`config.mk`:
```
export PLATFORM = sky130hd
export DESIGN_NAME = timer_unit
export DESIGN_NICKNAME = d
export VERILOG_FILES = /design/src/rtl/timer_unit.v
export VERILOG_INCLUDE_DIRS = /design/src /design/src/rtl
export SDC_FILE = /design/constraint.sdc
export NUM_CORES = 1
export LEC_CHECK = 0
export BUFFER_PORTS_ARGS = -buffer_cell sky130_fd_sc_hd__buf_2
export CORE_AREA = 2 2 143 145
export CTS_CLUSTER_DIAMETER = 100
export DETAILED_ROUTE_END_ITERATION = 7
export DIE_AREA = 0 0 145 147
export PLACE_DENSITY = 0.69
export SYNTH_ARGS = -nofsm -noshare
export SYNTH_HDL_FRONTEND = slang
export SYNTH_SLANG_ARGS = --single-unit
```
`constraint.sdc`:
```
create_clock -name aclk -period 4.1 [get_ports aclk]
set_clock_uncertainty 0.15 [all_clocks]
set_input_delay 1.23 -clock aclk [delete_from_list [all_inputs] [get_ports aclk]]
set_output_delay 1.23 -clock aclk [all_outputs]
set_load 0.1 [all_outputs]
```
`src/rtl/timer_unit_regs.vh`:
```
// Register offsets, field positions, reset values and timing for the timer unit.
// Assumes inclusion by the timer unit design file only.
`ifndef TIMER_UNIT_REGS_VH
`define TIMER_UNIT_REGS_VH
// Byte offsets on the register bus
`define OFS_RUN_FLAG 5'h00
`define OFS_MODE 5'h04
`define OFS_T0 5'h08
`define OFS_T1 5'h0c
`define OFS_T2 5'h10
`define OFS_T2_CAPTURE 5'h14
`define OFS_T2_CONTROL 5'h18
// Run/flag register fields
`define RF_T0_RUN 4
`define RF_T0_OVF 5
`define RF_T1_RUN 6
`define RF_T1_OVF 7
// Mode register fields, per timer nibble
`define MD_GATE 3
`define MD_CT 2
// Timer 2 control fields
`define T2_OVF 7
`define T2_EXT 6
`define T2_RXSEL 5
`define T2_TXSEL 4
`define T2_EXEN 3
`define T2_RUN 2
`define T2_CT 1
`define T2_CPRL 0
// Reset values
`define RESET_BYTE 8'h00
// Timing: oscillator periods per machine cycle, oscillator = aclk
`define OSC_PER_MACHINE 12
`define PHASE_W 4
`define PHASE_LAST 4'hb
`define PHASE_SAMPLE 4'h9
`define PHASE_UPDATE 4'h4
// Bus responses
`define RESP_OKAY 2'b00
`define RESP_SLVERR 2'b10
`endif

```
`src/rtl/timer_unit.v`:
```
// Three timer/counters (two four-mode timers and one capture/reload timer).
// Assumes aclk is the oscillator; count, gate and trigger pins are asynchronous.
//
// Operation
// Timers count once per twelve-clock machine cycle
// Count pin sampled once per cycle, falling counts
// Counted value appears at next cycle's update phase
// Count source at most one twenty-fourth oscillator
// Mode 0 is 13 bits, low five
// Rollover to zero sets overflow flag
// Count enabled by run and gate/pin
// Setting run keeps count registers intact
// Gate bits are mode bits 7 and 3
// Mode 1 counts 16 bits, flags, continues
// Mode 2 low byte reloads from high byte
// Timer 1 mode 3 holds count
// Timer 0 mode 3 splits into two bytes
// Timer 1 runs by leaving mode 3
// Timer 2 mode from run, clocks, select
// Capture mode trigger edge copies count
// Capture mode overflow sets overflow flag
// Reload mode reloads on overflow or trigger
// Serial clock select forces auto-reload
// Trigger edge sets external flag; in baud mode the code ignores the trigger edge
// Timer 2 counter select picks source
// Mode encodings 13, 16, 8-reload, split
// Timer 2 or 1 overflow drives serial clocks
`timescale 1ns/1ps
`default_nettype none
`include "timer_unit_regs.vh"
module timer_unit (
   input wire aclk,
   input wire aresetn,
   input wire clk_en,
   input wire [4:0] s_axi_awaddr,
   input wire s_axi_awvalid,
   output reg s_axi_awready,
   input wire [31:0] s_axi_wdata,
   input wire [3:0] s_axi_wstrb,
   input wire s_axi_wvalid,
   output reg s_axi_wready,
   output reg [1:0] s_axi_bresp,
   output reg s_axi_bvalid,
   input wire s_axi_bready,
   input wire [4:0] s_axi_araddr,
   input wire s_axi_arvalid,
   output reg s_axi_arready,
   output reg [31:0] s_axi_rdata,
   output reg [1:0] s_axi_rresp,
   output reg s_axi_rvalid,
   input wire s_axi_rready,
   input wire count_pin0,
   input wire count_pin1,
   input wire count_pin2,
   input wire ext_irq0_pin,
   input wire ext_irq1_pin,
   input wire t2_trigger_pin,
   output reg serial_rx_clock,
   output reg serial_tx_clock
);

   // Registers
   reg [7:0] timer_run_flag_reg;
   reg [7:0] timer_mode_reg;
   reg [7:0] timer2_control;
   reg [7:0] t0_low_byte, t0_high_byte, t1_low_byte, t1_high_byte;
   reg [7:0] t2_low_byte, t2_high_byte, t2_capture_low, t2_capture_high;
   reg [`PHASE_W-1:0] phase_reg;
   // Pin synchronisers, then per-cycle samples
   reg [5:0] pin_meta_reg, pin_sync_reg, pin_sample_reg, pin_prev_reg, pin_fall_reg;
   // AXI holding state
   reg [4:0] aw_addr_reg;
   reg aw_have_reg, w_have_reg;
   reg [31:0] w_data_reg;
   reg [3:0] w_strb_reg;

   // Mode field decode, used for both timers
   function [1:0] mode_of;
      input [3:0] nib;
      begin
         mode_of = nib[1:0];
      end
   endfunction

   // Edge-count select: counter pin falling edge or machine cycle tick
   function tick_of;
      input ct;
      input fall;
      input cyc;
      begin
         tick_of = ct ? fall : cyc;
      end
   endfunction

   wire [1:0] t0_mode = mode_of(timer_mode_reg[3:0]);
   wire [1:0] t1_mode = mode_of(timer_mode_reg[7:4]);
   // Counting is applied once per machine cycle, at the update phase
   wire cycle_tick = clk_en && (phase_reg == `PHASE_UPDATE);
   // Gating: run and (gate off or pin high), gates at bits 3 and 7
   wire t0_enable = timer_run_flag_reg[`RF_T0_RUN] &&
      (!timer_mode_reg[`MD_GATE] || pin_sync_reg[3]);
   wire t1_enable = timer_run_flag_reg[`RF_T1_RUN] &&
      (!timer_mode_reg[4+`MD_GATE] || pin_sync_reg[4]) && (t1_mode != 2'b11);
   wire t0_tick = cycle_tick && t0_enable &&
      tick_of(timer_mode_reg[`MD_CT], pin_fall_reg[0], 1'b1);
   wire t1_tick = cycle_tick && t1_enable &&
      tick_of(timer_mode_reg[4+`MD_CT], pin_fall_reg[1], 1'b1);
   // Split mode: high byte of timer 0 counts cycles under timer 1 run bit
   wire t0h_tick = cycle_tick && (t0_mode == 2'b11) && timer_run_flag_reg[`RF_T1_RUN];
   wire t2_baud = timer2_control[`T2_RXSEL] || timer2_control[`T2_TXSEL];
   wire t2_tick = cycle_tick && timer2_control[`T2_RUN] &&
      tick_of(timer2_control[`T2_CT], pin_fall_reg[2], 1'b1);
   wire t2_trig = cycle_tick && timer2_control[`T2_EXEN] && pin_fall_reg[5] && !t2_baud;

   // Next counts for timers 0 and 1 with overflow
   reg [7:0] t0l_n, t0h_n, t1l_n, t1h_n;
   reg t0_ovf, t1_ovf, t0h_ovf;
   always @* begin
      t0l_n = t0_low_byte;
      t0h_n = t0_high_byte;
      t0_ovf = 1'b0;
      t0h_ovf = 1'b0;
      if (t0_tick) begin
         case (t0_mode)
            2'b00: begin
               t0l_n = {t0_low_byte[7:5], t0_low_byte[4:0] + 5'h01};
               if (t0_low_byte[4:0] == 5'h1f) begin
                  t0h_n = t0_high_byte + 8'h01;
                  t0_ovf = (t0_high_byte == 8'hff);
               end
            end
            2'b01: begin
               {t0h_n, t0l_n} = {t0_high_byte, t0_low_byte} + 16'h0001;
               t0_ovf = ({t0_high_byte, t0_low_byte} == 16'hffff);
            end
            2'b10: begin
               t0l_n = (t0_low_byte == 8'hff) ? t0_high_byte : t0_low_byte + 8'h01;
               t0_ovf = (t0_low_byte == 8'hff);
            end
            default: begin
               t0l_n = t0_low_byte + 8'h01;
               t0_ovf = (t0_low_byte == 8'hff);
            end
         endcase
      end
      if (t0h_tick) begin
         t0h_n = t0_high_byte + 8'h01;
         t0h_ovf = (t0_high_byte == 8'hff);
      end
   end

   always @* begin
      t1l_n = t1_low_byte;
      t1h_n = t1_high_byte;
      t1_ovf = 1'b0;
      if (t1_tick) begin
         case (t1_mode)
            2'b00: begin
               t1l_n = {t1_low_byte[7:5], t1_low_byte[4:0] + 5'h01};
               if (t1_low_byte[4:0] == 5'h1f) begin
                  t1h_n = t1_high_byte + 8'h01;
                  t1_ovf = (t1_high_byte == 8'hff);
               end
            end
            2'b01: begin
               {t1h_n, t1l_n} = {t1_high_byte, t1_low_byte} + 16'h0001;
               t1_ovf = ({t1_high_byte, t1_low_byte} == 16'hffff);
            end
            2'b10: begin
               t1l_n = (t1_low_byte == 8'hff) ? t1_high_byte : t1_low_byte + 8'h01;
               t1_ovf = (t1_low_byte == 8'hff);
            end
            default: begin
               t1l_n = t1_low_byte;
            end
         endcase
      end
   end

   // Timer 2: count, overflow, capture or reload
   reg [15:0] t2_n, cap_n;
   reg t2_ovf;
   always @* begin
      t2_n = {t2_high_byte, t2_low_byte};
      cap_n = {t2_capture_high, t2_capture_low};
      t2_ovf = 1'b0;
      if (t2_tick) begin
         t2_ovf = (t2_n == 16'hffff);
         // Baud mode always reloads regardless of capture select
         if (t2_ovf && (t2_baud || !timer2_control[`T2_CPRL]))
            t2_n = cap_n;
         else
            t2_n = t2_n + 16'h0001;
      end
      if (t2_trig) begin
         if (timer2_control[`T2_CPRL])
            cap_n = t2_n;
         else
            t2_n = {t2_capture_high, t2_capture_low};
      end
   end

   // AXI write acceptance: address and data in either order
   wire do_write = aw_have_reg && w_have_reg && !s_axi_bvalid;
   wire [7:0] wbyte = w_data_reg[7:0];
   wire wlane = w_strb_reg[0];
   wire wr_ok = (aw_addr_reg <= `OFS_T2_CONTROL) && (aw_addr_reg[1:0] == 2'b00);
   wire wr_run = do_write && wlane && (aw_addr_reg == `OFS_RUN_FLAG);
   wire wr_mode = do_write && wlane && (aw_addr_reg == `OFS_MODE);
   wire wr_t0 = do_write && (aw_addr_reg == `OFS_T0);
   wire wr_t1 = do_write && (aw_addr_reg == `OFS_T1);
   wire wr_t2 = do_write && (aw_addr_reg == `OFS_T2);
   wire wr_cap = do_write && (aw_addr_reg == `OFS_T2_CAPTURE);
   wire wr_t2c = do_write && wlane && (aw_addr_reg == `OFS_T2_CONTROL);

   // Pin sampling: two flops, then one sample per machine cycle
   always @(posedge aclk) begin
      if (!aresetn) begin
         pin_meta_reg <= 6'h00;
         pin_sync_reg <= 6'h00;
         pin_sample_reg <= 6'h00;
         pin_prev_reg <= 6'h00;
         pin_fall_reg <= 6'h00;
         phase_reg <= {`PHASE_W{1'b0}};
      end else if (clk_en) begin
         pin_meta_reg <= {t2_trigger_pin, ext_irq1_pin, ext_irq0_pin, count_pin2, count_pin1, count_pin0};
         pin_sync_reg <= pin_meta_reg;
         phase_reg <= (phase_reg == `PHASE_LAST) ? {`PHASE_W{1'b0}} : phase_reg + 4'h1;
         if (phase_reg == `PHASE_SAMPLE) begin
            // High in one sample, low in the next counts; limits rate to 1/24
            pin_prev_reg <= pin_sample_reg;
            pin_sample_reg <= pin_sync_reg;
            pin_fall_reg <= pin_sample_reg & ~pin_sync_reg;
         end
      end
   end

   // Timer state; hardware set wins over a software write in the same cycle
   always @(posedge aclk) begin
      if (!aresetn) begin
         timer_run_flag_reg <= `RESET_BYTE;
         timer_mode_reg <= `RESET_BYTE;
         timer2_control <= `RESET_BYTE;
         t0_low_byte <= `RESET_BYTE;
         t0_high_byte <= `RESET_BYTE;
         t1_low_byte <= `RESET_BYTE;
         t1_high_byte <= `RESET_BYTE;
         t2_low_byte <= `RESET_BYTE;
         t2_high_byte <= `RESET_BYTE;
         t2_capture_low <= `RESET_BYTE;
         t2_capture_high <= `RESET_BYTE;
         serial_rx_clock <= 1'b0;
         serial_tx_clock <= 1'b0;
      end else if (clk_en) begin
         // Run bits only touch control, never the counts
         if (wr_run)
            timer_run_flag_reg <= wbyte;
         if (t0_ovf)
            timer_run_flag_reg[`RF_T0_OVF] <= 1'b1;
         if (t1_ovf || t0h_ovf)
            timer_run_flag_reg[`RF_T1_OVF] <= 1'b1;
         if (wr_mode)
            timer_mode_reg <= wbyte;
         if (wr_t2c)
            timer2_control <= wbyte;
         if (t2_ovf && !t2_baud)
            timer2_control[`T2_OVF] <= 1'b1;
         if (t2_trig)
            timer2_control[`T2_EXT] <= 1'b1;
         t0_low_byte <= (wr_t0 && w_strb_reg[0]) ? w_data_reg[7:0] : t0l_n;
         t0_high_byte <= (wr_t0 && w_strb_reg[1]) ? w_data_reg[15:8] : t0h_n;
         t1_low_byte <= (wr_t1 && w_strb_reg[0]) ? w_data_reg[7:0] : t1l_n;
         t1_high_byte <= (wr_t1 && w_strb_reg[1]) ? w_data_reg[15:8] : t1h_n;
         t2_low_byte <= (wr_t2 && w_strb_reg[0]) ? w_data_reg[7:0] : t2_n[7:0];
         t2_high_byte <= (wr_t2 && w_strb_reg[1]) ? w_data_reg[15:8] : t2_n[15:8];
         t2_capture_low <= (wr_cap && w_strb_reg[0]) ? w_data_reg[7:0] : cap_n[7:0];
         t2_capture_high <= (wr_cap && w_strb_reg[1]) ? w_data_reg[15:8] : cap_n[15:8];
         // One-cycle baud pulses from the selected overflow source
         serial_rx_clock <= timer2_control[`T2_RXSEL] ? t2_ovf : t1_ovf;
         serial_tx_clock <= timer2_control[`T2_TXSEL] ? t2_ovf : t1_ovf;
      end
   end

   // AXI write channels
   always @(posedge aclk) begin
      if (!aresetn) begin
         s_axi_awready <= 1'b0;
         s_axi_wready <= 1'b0;
         s_axi_bvalid <= 1'b0;
         s_axi_bresp <= `RESP_OKAY;
         aw_have_reg <= 1'b0;
         w_have_reg <= 1'b0;
         aw_addr_reg <= 5'h00;
         w_data_reg <= 32'h00000000;
         w_strb_reg <= 4'h0;
      end else if (clk_en) begin
         s_axi_awready <= !aw_have_reg && !s_axi_awready && s_axi_awvalid;
         s_axi_wready <= !w_have_reg && !s_axi_wready && s_axi_wvalid;
         if (s_axi_awvalid && s_axi_awready) begin
            aw_have_reg <= 1'b1;
            aw_addr_reg <= s_axi_awaddr;
         end
         if (s_axi_wvalid && s_axi_wready) begin
            w_have_reg <= 1'b1;
            w_data_reg <= s_axi_wdata;
            w_strb_reg <= s_axi_wstrb;
         end
         if (do_write) begin
            aw_have_reg <= 1'b0;
            w_have_reg <= 1'b0;
            s_axi_bvalid <= 1'b1;
            s_axi_bresp <= wr_ok ? `RESP_OKAY : `RESP_SLVERR;
         end else if (s_axi_bready)
            s_axi_bvalid <= 1'b0;
      end
   end

   // AXI read channel, one outstanding read
   always @(posedge aclk) begin
      if (!aresetn) begin
         s_axi_arready <= 1'b0;
         s_axi_rvalid <= 1'b0;
         s_axi_rdata <= 32'h00000000;
         s_axi_rresp <= `RESP_OKAY;
      end else if (clk_en) begin
         s_axi_arready <= s_axi_arvalid && !s_axi_arready && !s_axi_rvalid;
         if (s_axi_arvalid && s_axi_arready) begin
            s_axi_rvalid <= 1'b1;
            s_axi_rresp <= `RESP_OKAY;
            case (s_axi_araddr)
               `OFS_RUN_FLAG: s_axi_rdata <= {24'h000000, timer_run_flag_reg};
               `OFS_MODE: s_axi_rdata <= {24'h000000, timer_mode_reg};
               `OFS_T0: s_axi_rdata <= {16'h0000, t0_high_byte, t0_low_byte};
               `OFS_T1: s_axi_rdata <= {16'h0000, t1_high_byte, t1_low_byte};
               `OFS_T2: s_axi_rdata <= {16'h0000, t2_high_byte, t2_low_byte};
               `OFS_T2_CAPTURE: s_axi_rdata <= {16'h0000, t2_capture_high, t2_capture_low};
               `OFS_T2_CONTROL: s_axi_rdata <= {24'h000000, timer2_control};
               default: begin
                  s_axi_rdata <= 32'h00000000;
                  s_axi_rresp <= `RESP_SLVERR;
               end
            endcase
         end else if (s_axi_rready)
            s_axi_rvalid <= 1'b0;
      end
   end

endmodule
`default_nettype wire

```
## Word level (Yosys, flattened, before mapping)

Index checks and enable logic that the tools add are counted.

- Bits of input ports: 60
- Latch bits: 0
- Register bits after elaboration: 184
- Word-level logic and storage cells: 250
- Memories kept: 0
- Memory bits (read-only): 0
- RAM bits: 0
- Output and inout port bits: 43

- Shift operators: 0
- Multipliers: 0
- Divide/modulo/power cells: 0
- Eq/ne operators: 34
- Add/sub/neg operators: 10
- Reduce and logical (&&, ||, !) cells: 109
- Bitwise operators: 2
- Muxes and demuxes: 57
- Magnitude comparators: 1

Operator list:

| cell | number |
|---|---|
| $mux 8 | 19 |
| $pmux 16 s7 | 1 |
| $mux 16 | 5 |
| $add 16x1->16 const B | 3 |
| $eq 16x16->1 const B | 3 |
| $pmux 8 s3 | 2 |
| $logic_and 1x1->1 | 45 |
| $eq 5x5->1 const B | 8 |
| $reduce_and 2->1 | 19 |
| $add 8x1->8 const B | 4 |
| $eq 8x8->1 const B | 4 |
| $pmux 8 s2 | 2 |
| $reduce_bool 2->1 | 13 |
| $mux 1 | 23 |
| $eq 5x4->1 const B | 4 |
| $reduce_and 4->1 | 3 |
| $logic_not 1->1 | 11 |
| $add 5x1->5 const B | 2 |
| $eq 5x3->1 const B | 2 |
| $logic_not 5->1 | 2 |
| $reduce_bool 3->1 | 3 |
| $eq 4x4->1 const B | 2 |
| $reduce_bool 4->1 | 2 |
| $reduce_or 7->1 | 1 |
| other kinds (17) | 30 |

## Longest topological paths before layout

- Depth after elaboration: 10
- Depth in mapped cells: 10
- Depth with buffers taken out: 10

## Worst setup path after synthesis

No wires, ideal clock.

- Path kind: input -> register
- Start: input port s_axi_araddr[2]
- End: register s_axi_rdata[4]
- Slack: 1,132 ps
- Arrival time: 2,691 ps
- Cell stages on the path: 7
- Cells stage by stage: buf_2 buf_1 buf_1 o21ai_0 mux2_2 a22oi_1 nor2_1

- Cells in the longest elaborated chain, start to end: 2

Ends and longest elaborated chain:

| item | line | source |
|---|---|---|
| from (decl) | timer_unit.v:45 | `input wire [4:0] s_axi_araddr,` |
| $eq 5x5->1, or another cell as far along | timer_unit.v:330 | `case (s_axi_araddr)` |
| $pmux 16 s7 (*) | timer_unit.v:330 |  |
| to (signal assigned) | timer_unit.v:331 | `` `OFS_RUN_FLAG: s_axi_rdata <= {24'h000000, timer_run_flag_reg}; `` |
| to (signal assigned) | timer_unit.v:332 | `` `OFS_MODE: s_axi_rdata <= {24'h000000, timer_mode_reg}; `` |
| to (signal assigned) | timer_unit.v:333 | `` `OFS_T0: s_axi_rdata <= {16'h0000, t0_high_byte, t0_low_byte}; `` |
| to (decl) | timer_unit.v:48 | `output reg [31:0] s_axi_rdata,` |

Every way passes the cells marked *; elsewhere a longest branch is shown, timed or not.
A chain may end at the register's enable or synchronous reset.

## Worst setup path in the final report

- Start: register aw_have_reg
- End: register t1_high_byte[2]

- Cells in the longest elaborated chain, start to end: 6

Ends and longest elaborated chain:

| item | line | source |
|---|---|---|
| from (decl) | timer_unit.v:73 | `reg aw_have_reg, w_have_reg;` |
| from (signal assigned) | timer_unit.v:291 | `aw_have_reg <= 1'b0;` |
| from (signal assigned) | timer_unit.v:300 | `aw_have_reg <= 1'b1;` |
| from (signal assigned) | timer_unit.v:309 | `aw_have_reg <= 1'b0;` |
| $logic_and 1x1->1 (*) (2 in series) | timer_unit.v:204 | `wire do_write = aw_have_reg && w_have_reg && !s_axi_bvalid;` |
| $logic_and 1x1->1 (*) | timer_unit.v:211 | `` wire wr_t1 = do_write && (aw_addr_reg == `OFS_T1); `` |
| $logic_and 1x1->1 (*) | timer_unit.v:273 | `t1_high_byte <= (wr_t1 && w_strb_reg[1]) ? w_data_reg[15:8] : t1h_n;` |
| $ne 3x3->1 (no source line), or another cell as far along | n/a |  |
| $reduce_and 4->1 (no source line) | n/a |  |
| to (signal assigned) | timer_unit.v:247 | `` t1_high_byte <= `RESET_BYTE; `` |
| to (signal assigned) | timer_unit.v:273 |  |
| to (decl) | timer_unit.v:66 | `reg [7:0] t0_low_byte, t0_high_byte, t1_low_byte, t1_high_byte;` |

Marks and branches as above.

==> results.py <==
metrics = {
    "run_status": {
        "status": "completed",
    },
    "routing": {
        "vias": 9887,
        "drc": 0,
        "wl_per_cell_um": 20.8,
        "viasPerCell": 6.44,
        "routed_wl_mm": 31.9,
        "drt_iter0_markers": 1380,
        "drtAntennaViolNets": 0,
        "dr.pass1.iters": 7,
    },
    "clocking": {
        "clk_path_buf_depth": 2,
        "cts_setup_buffers": 0,
        "clkTransAtPathRegs_ns": 0.08,
        "insertion_delay_ns": 0.45,
        "htreeDepth": 4,
        "root_buffer": "clkbuf_16",
        "cts_resized": 0,
        "cts_buffers": 17,
        "cts_sinks": 162,
        "cts_tree": "yes",
        "cts_hold_buf": 0,
    },
    "placed_design": {
        "routabilityCongestion": 0.983,
        "numPortBuffers": 66,
        "pre_cts_slack_ns": 0.591,
        "dp_hpwl_mm": 23.0,
    },
    "critical_path": {
        "r2r_start": "aw_have_reg",
        "critPathCaptureType": "flop",
        "r2r_cells": 5,
        "cp-endpoint": "t1_high_byte[2]",
        "crit_start": "aw_have_reg",
        "critPathKind": "reg -> reg",
        "start_kind": "flop",
        "arrival_ns": 3.32,
        "path_max_fanout": 15,
        "required_ns": 4.29,
        "worst-r2r-setup-slack_ns": 0.96,
        "r2r-end": "t1_high_byte[2]",
    },
    "yosys": {
        "synth_area_um2": 9790,
        "synth.avg_cell_area_um2": 7.92,
        "netlist_instances": 1237,
        "yosys.area.top_type": "dfxtp_1",
        "synth_seq_area_share_pct": 33.1,
        "async_flop_share_pct": 0,
        "synth_edf_count": 0,
        "ys_ff_latch": 162,
        "ys_warn_count": 0,
        "ys.flop_type": "dfxtp_1",
        "synth.top_cell.area_share_pct": 33.1,
        "ys_types": 84,
        "synthTopCellsByArea": "dfxtp_1 33%, mux2i_1 7.3%, nor2_1 5.4%, nand2_1 5.1%, a21oi_1 4.8%",
    },
    "floorplanning": {
        "core-area_um2": 19800,
        "start_util_pct": 49.4,
        "die_w_um": 145,
        "rows": 52,
        "fp.dieH_um": 147,
        "die_area_um2": 21300,
        "num_io_pins": 103,
    },
    "sta": {
        "slew_violations": 0,
        "tns_ns": 0,
        "fmax_mhz": 319,
        "setup_viol": 0,
        "timing.final.ws_setup_ns": 0.964,
        "min_period_ns": 3.14,
        "tightest_slew_ns": 1.00,
        "min_period_over_period_pct": 76.5,
        "whs_ns": 0.310,
        "rsz0062_at_grt": "no",
        "slew_headroom_pct": 32.5,
        "hold_viol_final": 0,
    },
    "layout": {
        "antenna_cells": 0,
        "area_growth_pct": 10.4,
        "drive_above_1_share_pct": 13.5,
        "layout_common_cells": "162 x dfxtp_1, 141 x nor2_1, 132 x nand2_1",
        "fin_nets": 1326,
        "layout_commonest_cell": "dfxtp_1",
        "fillers": 1898,
    },
    "pwr": {
        "peakVddDrop_mv": 0.277,
        "power_uw": 3610,
        "power_density_nw_per_um2": 334,
        "p_leak_uw": 0.00405,
    },
    "hold_path": {
        "hold_class": "reg -> reg",
        "holdPathStages": 2,
        "hold_path.startpoint": "timer_run_flag_reg[2]",
    },
    "global_routing": {
        "grt_pass1_vias": 8874,
        "grt_max_degree": 62,
        "grtUsageTotal_pct": 29.4,
        "antenna_found_initial": 0,
        "grt_pass1_wl_mm": 49.6,
        "overflow": 0,
    },
    "flow_run": {
        "cap_viol_max_count": 0,
    },
}
-- per-layer routing --
metal  routed length, um  vias up  global-route usage, %  share of wire, %
met3                3110      104                   6.61               9.7
met5                   0        -                      0                 0
met2               14000      567                   45.3                44
li1                    -     4599                      -                 -
met4                1360        0                   13.3               4.2
met1               13400     4617                   39.5                42
-- per-stage QoR --
stage,instance area (um^2),std cells,util [%]
detailed placement,10200,1503,51.3
finish,10800,1535,54.5
global route,10800,1535,54.5
CTS,10800,1535,54.5
global placement,10200,1503,51.3
floorplan,9860,1254,-
-- cells in the mapped netlist (all sizes together) (13+ instances only) --
library cell,n
a21oi,96
o21ai,64
and3,19
a22oi,18
nand4,22
dfxtp,162
buf,45
mux2i,71
nand2,132
nor2,142
ha,14
inv,21
nor4,16
nand3,62
o22ai,16
nor3,35
clkbuf,63
a211oi,13
a31oi,19
-- cell families (layout without fill, tap and decap cells) --
group / Yosys count / after routing / share of synthesized area, %
AND/OR/NAND/NOR: 503 / 503 / 25.9
adder cells (fa/ha/maj): 14 / 14 / 1.79
XOR/XNOR: 12 / 12 / 1.07
AO/OA/AOI/OAI: 327 / 327 / 21.9
flip-flops: 162 / 162 / 33.1
buffers and inverters: 129 / 140 / 5.99
multiplexers: 89 / 89 / 10.2
other: 1 / 18 / 0.0383
-- critical path: stages, from the launching register on --
cell      delay (ns)
dfxtp_1         0.41
or3b_1          0.57
nor4_4          0.95
o21ai_1         0.51
a211oi_1        0.34
nor4_1          0.08
-- worst min path at each step --
stage / endpoint
final: timer_run_flag_reg[2]
after global routing: timer_run_flag_reg[1]
after CTS: timer_run_flag_reg[2]
after detailed placement: timer_run_flag_reg[2]
after global placement: timer_run_flag_reg[1]
after floorplan: timer_run_flag_reg[0]
-- power breakdown --
group          internal (uW)  switching, uW
registers               1590           25.4
clock network            952            765
logic                   67.1            207
-- area by class of cell --
type | instances | area (um^2) | share of cell area [%]
clock buffers | 18 | 439 | 4.06
clock inverters | 14 | 186 | 1.72
inverters | 21 | 80.1 | 0.740
multi-input cells | 963 | 6030 | 55.7
flip-flops and latches | 162 | 3240 | 30.0
well taps | 270 | 338 | 3.12
repair buffers | 87 | 500 | 4.63
No activity file was read; power rests on OpenSTA's default activity.
